## src/rtl/fsu_params.svh

```systemverilog
/*
 * Register offsets, field positions and reset values of the flexible
 * serial unit wrapper. Assumes byte addressing on a 32-bit APB bus.
 */
`ifndef FSU_PARAMS_SVH
`define FSU_PARAMS_SVH

`define FSU_PROTOCOL_SELECT_OFS 12'h000
`define FSU_RX_MIRROR_OFS 12'h010
`define FSU_TX_MIRROR_OFS 12'h020
`define FSU_IRQ_STATUS_OFS 12'h030
`define FSU_IRQ_MASK_OFS 12'h034
`define FSU_WAKE_CTRL_OFS 12'h038
`define FSU_PROTOCOL_RESET 2'h0
`define FSU_MODE_LSB 0
`define FSU_MODE_MSB 1
`define FSU_SERIAL_LO 12'h200
`define FSU_SERIAL_HI 12'h2FC
`define FSU_SERIAL_DMA_LO 12'h300
`define FSU_SERIAL_DMA_HI 12'h328
`define FSU_SPI_LO 12'h400
`define FSU_SPI_HI 12'h4FC
`define FSU_SPI_DMA_LO 12'h500
`define FSU_SPI_DMA_HI 12'h528
`define FSU_TWB_LO 12'h600
`define FSU_TWB_HI 12'h6FC
`define FSU_TWB_DMA_LO 12'h700
`define FSU_TWB_DMA_HI 12'h728

`endif

```

## src/rtl/fsu_pkg.sv

```systemverilog
/*
 * Types of the flexible serial unit wrapper.
 * Assumes the offsets and reset values come from fsu_params.svh.
 */
package fsu_pkg;

    typedef enum logic [1:0]
    {
        FSU_NO_PROTOCOL = 2'h0,
        FSU_SERIAL_PORT = 2'h1,
        FSU_SPI = 2'h2,
        FSU_TWO_WIRE_BUS = 2'h3
    } fsu_mode_t;

    // Five shared I/O lines, each with output and enable.
    typedef struct packed
    {
        logic [4:0] out;
        logic [4:0] oe;
    } fsu_pin_drive_t;

    // What one submodule hands to the wrapper.
    typedef struct packed
    {
        fsu_pin_drive_t pins;
        logic irq;
        logic dma_tx_req;
        logic dma_rx_req;
        logic clk_req;
        logic [15:0] transmit_word;
        logic [15:0] receive_word;
    } fsu_sub_out_t;

    // APB request as seen by the slave.
    typedef struct packed
    {
        logic psel;
        logic penable;
        logic pwrite;
        logic [11:0] paddr;
        logic [31:0] pwdata;
    } fsu_apb_req_t;

endpackage

```

## src/rtl/fsu_serial_protocol_selector.sv

```systemverilog
/*
 * Flexible serial unit wrapper: APB slave with the protocol selector,
 * pin, interrupt and DMA trigger multiplexers and data mirrors.
 * Assumes three submodules on the inner side whose register windows are
 * forwarded here, and a power manager that gates clk.
 */
// Register access over APB is this design's own decision.
// Summary of operation
// - At most one of the three submodules is enabled, chosen by the mode.
// - Pins, interrupts and events reach the shared side only from the selected one.
// - Unselected submodules stay disabled and writes to them are dropped.
// - One interrupt output and one DMA channel set are driven by the selected one.
// - Mode bits 1:0 decode as none, serial port, SPI and two-wire bus.
// - In mode 1 the SPI and two-wire windows are unreachable and off the pins.
// - In mode 2 the serial-port and two-wire windows are unreachable and off the pins.
// - In mode 3 the serial-port and SPI windows are unreachable and off the pins.
// - With partial wakeup enabled the wrapper raises clock requests to the power manager.
// - Serial-port windows decode at 0x200-0x2FC and 0x300-0x328.
// - SPI windows decode at 0x400-0x4FC and 0x500-0x528.
// - Two-wire windows decode at 0x600-0x6FC and 0x700-0x728.
// - The holding mirrors follow the selected submodule's data registers.
`timescale 1ns/1ps
`include "fsu_params.svh"

module fsu_serial_protocol_selector
(
    input wire logic clk,
    input wire logic srst,
    input wire fsu_pkg::fsu_apb_req_t apb_req,
    output logic [31:0] prdata,
    output logic pready,
    output logic pslverr,
    input wire fsu_pkg::fsu_sub_out_t serial_out,
    input wire fsu_pkg::fsu_sub_out_t spi_out,
    input wire fsu_pkg::fsu_sub_out_t twb_out,
    input wire logic [31:0] serial_rdata,
    input wire logic [31:0] spi_rdata,
    input wire logic [31:0] twb_rdata,
    input wire logic [4:0] pin_in,
    output logic [4:0] pin_out,
    output logic [4:0] pin_oe,
    output logic [4:0] sub_pin_in,
    output logic [2:0] sub_enable,
    output logic [2:0] sub_wr,
    output logic [2:0] sub_rd,
    output logic [9:0] sub_addr,
    output logic [31:0] sub_wdata,
    output logic [15:0] tx_mirror_wr_data,
    output logic tx_mirror_wr,
    output logic irq,
    output logic shared_irq,
    output logic dma_tx_req,
    output logic dma_rx_req,
    output logic clk_req
);
    import fsu_pkg::*;

    fsu_mode_t mode_q;
    logic wake_en_q;
    logic [2:0] irq_status_q;
    logic [2:0] irq_mask_q;
    logic [4:0] pin_sync1_q;
    logic [4:0] pin_sync2_q;
    logic sub_irq_prev_q;
    fsu_sub_out_t sel;
    logic [11:0] addr;
    logic setup;
    logic [2:0] win_hit;
    logic [2:0] win_sel;
    logic [2:0] events;
    logic mapped;

    assign addr = apb_req.paddr;
    assign setup = apb_req.psel & ~apb_req.penable;

    // Window decode per submodule.
    assign win_hit[0] = (addr >= `FSU_SERIAL_LO && addr <= `FSU_SERIAL_HI)
        || (addr >= `FSU_SERIAL_DMA_LO && addr <= `FSU_SERIAL_DMA_HI);
    assign win_hit[1] = (addr >= `FSU_SPI_LO && addr <= `FSU_SPI_HI)
        || (addr >= `FSU_SPI_DMA_LO && addr <= `FSU_SPI_DMA_HI);
    assign win_hit[2] = (addr >= `FSU_TWB_LO && addr <= `FSU_TWB_HI)
        || (addr >= `FSU_TWB_DMA_LO && addr <= `FSU_TWB_DMA_HI);

    // A window is live only for the selected protocol.
    assign win_sel[0] = win_hit[0] && mode_q == FSU_SERIAL_PORT;
    assign win_sel[1] = win_hit[1] && mode_q == FSU_SPI;
    assign win_sel[2] = win_hit[2] && mode_q == FSU_TWO_WIRE_BUS;

    assign mapped = addr == `FSU_PROTOCOL_SELECT_OFS
        || addr == `FSU_RX_MIRROR_OFS || addr == `FSU_TX_MIRROR_OFS
        || addr == `FSU_IRQ_STATUS_OFS || addr == `FSU_IRQ_MASK_OFS
        || addr == `FSU_WAKE_CTRL_OFS || (|win_sel);

    // Selected submodule's outputs; mode 0 selects nothing.
    always_comb
    begin
        sel = '0;
        case (mode_q)
            FSU_SERIAL_PORT: sel = serial_out;
            FSU_SPI: sel = spi_out;
            FSU_TWO_WIRE_BUS: sel = twb_out;
            default: sel = '0;
        endcase
    end

    // Interrupt sources: selected submodule's line and its two DMA triggers.
    assign events = {sel.irq & ~sub_irq_prev_q, sel.dma_rx_req,
        sel.dma_tx_req};

    // Mode register; in mode 0 no submodule is enabled or routed, but the APB registers stay live.
    always_ff @(posedge clk)
    begin
        if (srst)
            mode_q <= fsu_mode_t'(`FSU_PROTOCOL_RESET);
        else if (apb_req.psel && apb_req.penable && apb_req.pwrite
            && addr == `FSU_PROTOCOL_SELECT_OFS)
            mode_q <= fsu_mode_t'(
                apb_req.pwdata[`FSU_MODE_MSB:`FSU_MODE_LSB]);
    end

    always_ff @(posedge clk)
    begin
        if (srst)
        begin
            wake_en_q <= 1'b0;
            irq_mask_q <= 3'h0;
        end
        else if (apb_req.psel && apb_req.penable && apb_req.pwrite)
        begin
            if (addr == `FSU_WAKE_CTRL_OFS)
                wake_en_q <= apb_req.pwdata[0];
            if (addr == `FSU_IRQ_MASK_OFS)
                irq_mask_q <= apb_req.pwdata[2:0];
        end
    end

    // Sticky status, cleared by read; a new event wins over the clear.
    always_ff @(posedge clk)
    begin
        if (srst)
            irq_status_q <= 3'h0;
        else if (apb_req.psel && apb_req.penable && !apb_req.pwrite
            && !pready && addr == `FSU_IRQ_STATUS_OFS)
            // Clear only at the edge that captures the read data, so an
            // event landing while pready is up is not lost.
            irq_status_q <= events;
        else
            irq_status_q <= irq_status_q | events;
    end

    always_ff @(posedge clk)
    begin
        if (srst)
            sub_irq_prev_q <= 1'b0;
        else
            sub_irq_prev_q <= sel.irq;
    end

    // Pins come from outside the clock domain.
    always_ff @(posedge clk)
    begin
        if (srst)
        begin
            pin_sync1_q <= 5'h00;
            pin_sync2_q <= 5'h00;
        end
        else
        begin
            pin_sync1_q <= pin_in;
            pin_sync2_q <= pin_sync1_q;
        end
    end

    // Shared pins, interrupt, DMA and submodule enables.
    always_ff @(posedge clk)
    begin
        if (srst)
        begin
            pin_out <= 5'h00;
            pin_oe <= 5'h00;
            sub_pin_in <= 5'h00;
            sub_enable <= 3'h0;
            shared_irq <= 1'b0;
            dma_tx_req <= 1'b0;
            dma_rx_req <= 1'b0;
            irq <= 1'b0;
            clk_req <= 1'b0;
        end
        else
        begin
            pin_out <= sel.pins.out;
            pin_oe <= sel.pins.oe;
            sub_pin_in <= pin_sync2_q;
            sub_enable <= {mode_q == FSU_TWO_WIRE_BUS, mode_q == FSU_SPI,
                mode_q == FSU_SERIAL_PORT};
            shared_irq <= sel.irq;
            dma_tx_req <= sel.dma_tx_req;
            dma_rx_req <= sel.dma_rx_req;
            irq <= |((irq_status_q | events) & irq_mask_q);
            // Requests go out only when wakeup is allowed.
            clk_req <= wake_en_q & sel.clk_req;
        end
    end

    // Forward accesses to the live window only.
    always_ff @(posedge clk)
    begin
        if (srst)
        begin
            sub_wr <= 3'h0;
            sub_rd <= 3'h0;
            sub_addr <= 10'h000;
            sub_wdata <= 32'h0000_0000;
            tx_mirror_wr <= 1'b0;
            tx_mirror_wr_data <= 16'h0000;
        end
        else
        begin
            sub_wr <= (setup && apb_req.pwrite) ? win_sel : 3'h0;
            sub_rd <= (setup && !apb_req.pwrite) ? win_sel : 3'h0;
            sub_addr <= addr[9:0];
            sub_wdata <= apb_req.pwdata;
            // Mirror write reaches the selected data register.
            tx_mirror_wr <= setup && apb_req.pwrite
                && addr == `FSU_TX_MIRROR_OFS
                && mode_q != FSU_NO_PROTOCOL;
            tx_mirror_wr_data <= apb_req.pwdata[15:0];
        end
    end

    // One wait state: data from submodule windows settles in setup+1.
    always_ff @(posedge clk)
    begin
        if (srst)
        begin
            pready <= 1'b0;
            pslverr <= 1'b0;
            prdata <= 32'h0000_0000;
        end
        else if (apb_req.psel && apb_req.penable && !pready)
        begin
            pready <= 1'b1;
            pslverr <= !mapped;
            prdata <= 32'h0000_0000;
            if (!apb_req.pwrite)
            begin
                case (addr)
                    `FSU_PROTOCOL_SELECT_OFS:
                        prdata <= {30'h0000_0000, mode_q};
                    `FSU_RX_MIRROR_OFS:
                        prdata <= {16'h0000, sel.receive_word};
                    `FSU_TX_MIRROR_OFS:
                        prdata <= {16'h0000, sel.transmit_word};
                    `FSU_IRQ_STATUS_OFS:
                        prdata <= {29'h0000_0000, irq_status_q};
                    `FSU_IRQ_MASK_OFS:
                        prdata <= {29'h0000_0000, irq_mask_q};
                    `FSU_WAKE_CTRL_OFS:
                        prdata <= {31'h0000_0000, wake_en_q};
                    default:
                    begin
                        // Dead windows read zero with an error.
                        if (win_sel[0])
                            prdata <= serial_rdata;
                        else if (win_sel[1])
                            prdata <= spi_rdata;
                        else if (win_sel[2])
                            prdata <= twb_rdata;
                    end
                endcase
            end
        end
        else
        begin
            pready <= 1'b0;
            pslverr <= 1'b0;
        end
    end

endmodule
```

## config.mk

```make
export PLATFORM = sky130hd
export DESIGN_NAME = fsu_serial_protocol_selector
export DESIGN_NICKNAME = d
export VERILOG_FILES = /design/src/rtl/fsu_pkg.sv /design/src/rtl/fsu_serial_protocol_selector.sv
export VERILOG_INCLUDE_DIRS = /design/src /design/src/rtl
export SDC_FILE = /design/constraint.sdc
export NUM_CORES = 1
export LEC_CHECK = 0
export ABC_AREA = 0
export BUFFER_PORTS_ARGS = -buffer_cell sky130_fd_sc_hd__buf_2
export CORE_AREA = 2 2 161 163
export DETAILED_ROUTE_END_ITERATION = 12
export DIE_AREA = 0 0 163 165
export GPL_ROUTABILITY_DRIVEN = 1
export PLACE_DENSITY_LB_ADDON = 0.25
export SLEW_MARGIN = 20
export SYNTH_ARGS = -nofsm -noshare
export SYNTH_HDL_FRONTEND = slang
export SYNTH_SLANG_ARGS = --single-unit
```

## constraint.sdc

```tcl
create_clock -name clk -period 2.3 [get_ports clk]
set_input_delay 0.46 -clock clk [delete_from_list [all_inputs] [get_ports clk]]
set_output_delay 0.46 -clock clk [all_outputs]
set_load 0.005 [all_outputs]
```

* Word level (Yosys, flattened, before mapping)
Cells that the tools add are included.
** Operators by class
- Bitwise operators :: 10
- Reduce and logical (&&, ||, !) cells :: 41
- Muxes and demuxes :: 8
- Eq/ne operators :: 8
- $lt $le $gt $ge :: 12
** Operators by type and width (count)
- $pmux W32 S6 :: 1
- $pmux W46 S3 :: 1
- $mux W32 :: 4
- $eq A12 B6 Y1 const B :: 4
- $ge A12 B11 Y1 const B :: 4
- $le A12 B11 Y1 const B :: 4
- $ge A12 B10 Y1 const B :: 2
- $le A12 B10 Y1 const B :: 2
- $logic_and A1 B1 Y1 :: 20
- $eq A12 B5 Y1 const B :: 1
- $logic_not A12 Y1 :: 1
- $logic_or A1 B1 Y1 :: 9
- $reduce_or A2 Y1 :: 3
- $reduce_or A3 Y1 :: 2
- $not A1 Y1 :: 5
- $eq A2 B2 Y1 const B :: 2
- $reduce_and A2 Y1 :: 2
- $and A1 B1 Y1 :: 3
- $and A3 B3 Y3 :: 1
- $logic_not A1 Y1 :: 3
- $mux W3 :: 1
- $or A3 B3 Y3 :: 1
- $eq A2 B1 Y1 const B :: 1
- $reduce_bool A2 Y1 :: 1
- $mux W1 :: 1
** Storage, ports and cells
- Input bits :: 288
- Bits in registers :: 141
- Output and inout port bits :: 122
- Word-level logic and storage cells :: 103

* Logic depth before layout (Yosys ltp)
- Word-level depth :: 9
- Mapped depth :: 9
- Gate-level depth less buffers :: 6

* Least setup slack after synthesis
OpenSTA, ideal clock, no wires.
- Path kind :: input -> register
- From :: in apb_req[34] (netlist bit)
- To :: reg prdata[1]
- Path buffers :: 3
- Data required time :: 2175 ps
- Arrival :: 2095 ps
- Setup time :: 125 ps
- Path slack :: 80 ps
- Stages :: 9
- Cells stage by stage :: buf_2 o311ai_1 a31oi_1 or4_1 buf_2 nand2b_1 buf_2 o31ai_2 a211oi_1
** On the way
- Word-level cells in the longest chain between the ends :: 9
- Elaborated cells on any way between the ends :: 35
- Those cells by class :: order compare (12); eq/ne (5); mux (5); reduce/logical (13)
** RTL lines
- start, declared :: line fsu_serial_protocol_selector.sv:29 : input wire fsu_pkg::fsu_apb_req_t apb_req,
- $ge A12 B11 Y1 (no line) or $le A12 B11 Y1 (tied branches)
- $logic_and A1 B1 Y1 (no line)
- $logic_or A1 B1 Y1 :: line fsu_serial_protocol_selector.sv:81 : assign win_hit[2] = (addr >= `FSU_TWB_LO && addr <= `FSU_TWB_HI)
- $logic_and A1 B1 Y1 :: line fsu_serial_protocol_selector.sv:87 : assign win_sel[2] = win_hit[2] && mode_q == FSU_TWO_WIRE_BUS;
- $mux W32 :: line fsu_serial_protocol_selector.sv:267 : else if (win_sel[2])
- $mux W32 :: line fsu_serial_protocol_selector.sv:265 : else if (win_sel[1])
- $mux W32 :: line fsu_serial_protocol_selector.sv:263 : if (win_sel[0])
- $pmux W32 S6 (*) :: line fsu_serial_protocol_selector.sv:247 : case (addr)
- $mux W32 (*) :: line fsu_serial_protocol_selector.sv:245 : if (!apb_req.pwrite)
- end signal, assigned :: line fsu_serial_protocol_selector.sv:249 : prdata <= {30'h0000_0000, mode_q};
- end signal, assigned :: line fsu_serial_protocol_selector.sv:264 : prdata <= serial_rdata;
- end signal, assigned :: line fsu_serial_protocol_selector.sv:266 : prdata <= spi_rdata;
- end, declared :: line fsu_serial_protocol_selector.sv:30 : output logic [31:0] prdata,
Mark *: on every way between the ends. The rest lies on a longest branch, timed or not.
A chain may end at the register's enable or synchronous reset.

* Worst setup path in the final report
- From :: in apb_req[33] (netlist bit)
- To :: reg prdata[5]
The elaborated chain is that of the path after synthesis.

==> metrics.txt <==
hold bufs inserted after CTS=0; most frequent cells in the layout=buf_2 (408), dfxtp_1 (123), a22oi_1 (68); Root Driver=clkbuf_16; first-pass GRT wire length=roughly 37000 um; CTS tree=yes; initial antenna violation count=1; #FFs+latches synth=125; TritonRoute pass-1 iters=5; post-detailed-route DRC marker count=0; total CTS buffers=17; Tmin final=1998 ps; post-CTS sizing=0; via/cell ratio=4.647; slowest stage delay, CP=540 ps; non-filler cells, final=1415; Setup Viol. Count Final=0; Mapped Nets=951; Sink Count=125; gpl congestion=0.8367; die width=163 um; setup repair bufs after CTS=0; HPWL Detailed=19650 um; RSZ-0062 raised after global routing=no; synthesized area=0.005902 mm^2; commonest non-fill, non-tap cell in the layout=buf_2; ratio of cells with drive above 1 in the final layout=0.5097; H-tree Lvls=4; NumNets Final=around 1400; Final Slew Violations=0; cell breakdown of the critical path=buf_2 > o311ai_1 > a31oi_1 > or4_1 > buf_4 > nor2_2 > buf_12 > a221oi_1 > a31oi_1; final hold slack=249.0 ps; Cell Rows=58; dpl cell area=between 0.008 and 0.009 mm^2; Detailed Route WL=24890 um; required time of the critical path=2650 ps; Chip Height=165 um; fmax=0.5006 GHz; GR Overflow Total=0; fraction of registers with async set/reset=0; Starting DRT DRC Count=382; vias=6576; Core Area=0.02504 mm^2; Distinct cells, synth=48; CP bufs+invs=3; most used cell, CP=a31oi_1; Slew headroom=0.6954; dominant cells by area after synthesis=dfxtp_1 (42%), mux2_2 (8.8%), a22oi_1 (8.6%); worst min-delay path category=primary input to flip-flop; largest net degree at the start of global routing=86; CP Launch Type=primary input; Cells after DPL=1383; Wirelength per Cell=17.59 um; maximum clock path buffer count=2; worst skew pair latency=420 ps; Layout area overhead=55.40%; Leak Pwr=around 4.1 nW; GR Util All Layers=0.1810; final hold vios=0; Ports=410; Crit Path Max Fanout=12; period utilization=0.8686; Ant. Diodes=0; EDFF count, synth=0; post-synthesis sequential area ratio=0.4240; Routed Antenna Nets=0; Clock transition at path regs=70 ps; max-cap violation count=0; Fin Setup TNS=0 ps; Starting Density=0.2357; cell area after layout=0.009171 mm^2; vias in the first global route=6495; status=finished, final reports clean; top cell type's share of synthesized area=0.4240; slowest stage cell, crit path=or4_1; Crit. End Element=flip-flop; DIE AREA=0.02690 mm^2; Yosys warning count=0; Post-Synthesis Cells=663; top_reg_cell synth=dfxtp_1; Top delay family on crit path=compound AO/OA/AOI/OAI gates; cell type with the largest total area after synthesis=dfxtp_1; Cell Pwr Density=606.6 mW/mm^2; IO buf count=409; Setup Skew=approximately 13 ps; overall power=approximately 0.0056 W; kind of critical path=primary input to flip-flop; worst-margin pin slew=456.8 ps; Peak VDD IR=384.0 uV; Critical Path AT=roughly 2400 ps; average size of a mapped cell=8.902 um^2
[layout make-up]
cell class | count | area, um^2
inverter | 7 | 26.28
timing repair buffer | 463 | 2580
clock inverter | 13 | 153.9
multi-input combinational | 458 | 3040
tap | 330 | 412.9
clock buffer | 19 | 452.9
sequential | 125 | 2505
fill | 2619 | 15870
[where the power goes]
group	internal, W	total, W	leakage, nW	switching, W
Combinational	0.000312	0.000553	2.81	0.000241
Sequential	0.00222	0.00223	1.02	0.0000133
Clock	0.00168	0.00278	0.302	0.00110
[cells in the mapped netlist, types with 3 or more instances]
cell type and instances:
dfxtp_1 125, a22oi_1 68, nor2_1 57, nor2b_1 56, a21oi_1 55, mux2_2 46
clkbuf_1 39, nand2_1 32, o21ai_0 23, buf_4 17, o21bai_1 16, nor3_1 14
a221oi_1 12, buf_2 12, o221ai_1 12, inv_1 7, mux2i_1 7, nand3_1 7
buf_1 5, a211oi_1 3, a22o_1 3, a31oi_1 3, nand3b_1 3, nor3b_1 3
nor4b_1 3, o211ai_1 3, o22ai_1 3
[state kept, by name, indices dropped and copies added (netlist names), 2 cells and up]
name          flops
irq_mask_q        3
irq_status_q      3
pin_out           5
sub_wdata        32
sub_addr         10
prdata           32
mode_q            2
sub_rd            3
pin_sync1_q       5
sub_wr            3
sub_pin_in        5
sub_enable        3
pin_sync2_q       5
pin_oe            5
[worst paths after layout]
check	start	endpoint	slack (ps)	cells after the start
worst min register to register	pin_sync1_q[1]$_SDFF_PP0_	pin_sync2_q[1]$_SDFF_PP0_	430	1
worst min-delay path	apb_req[7]	sub_wdata[7]$_SDFF_PP0_	250	2
worst max register to register	mode_q[0]$_SDFFE_PP0P_	prdata[6]$_SDFFE_PP0P_	360	8
worst max-delay path	apb_req[33]	prdata[5]$_SDFFE_PP0P_	300	9
[per-stage QoR]
step	setup slack, ps	util
after floorplan	80.08	-
after global placement	-121.2	0.3421
after detailed placement	-130.0	0.3421
after CTS	268.8	0.3663
after global routing	160.6	0.3663
final	302.3	0.3663
[kinds of logic (layout without fill, tap and decap cells)]
family / Yosys count / count (layout) / synth area share
buf+inv: 80 / 502 / 0.06424
fa+ha+maj: 1 / 1 / 0.001696
simple gates: 196 / 196 / 0.1732
compound gates: 208 / 208 / 0.2372
mux: 53 / 53 / 0.09964
flops: 125 / 125 / 0.4240
[layer usage]
metal,vias up,part of all wire,wire [um],GRT usage
li1,3221,-,-,-
met1,3021,0.39,9830,0.2076
met2,300,0.52,12920,0.3319
met3,32,0.063,1558,0.03918
met4,2,0.023,571,0.06195
met5,-,0.00052,13,0
Note: power is estimated with default switching activity, not from simulation.
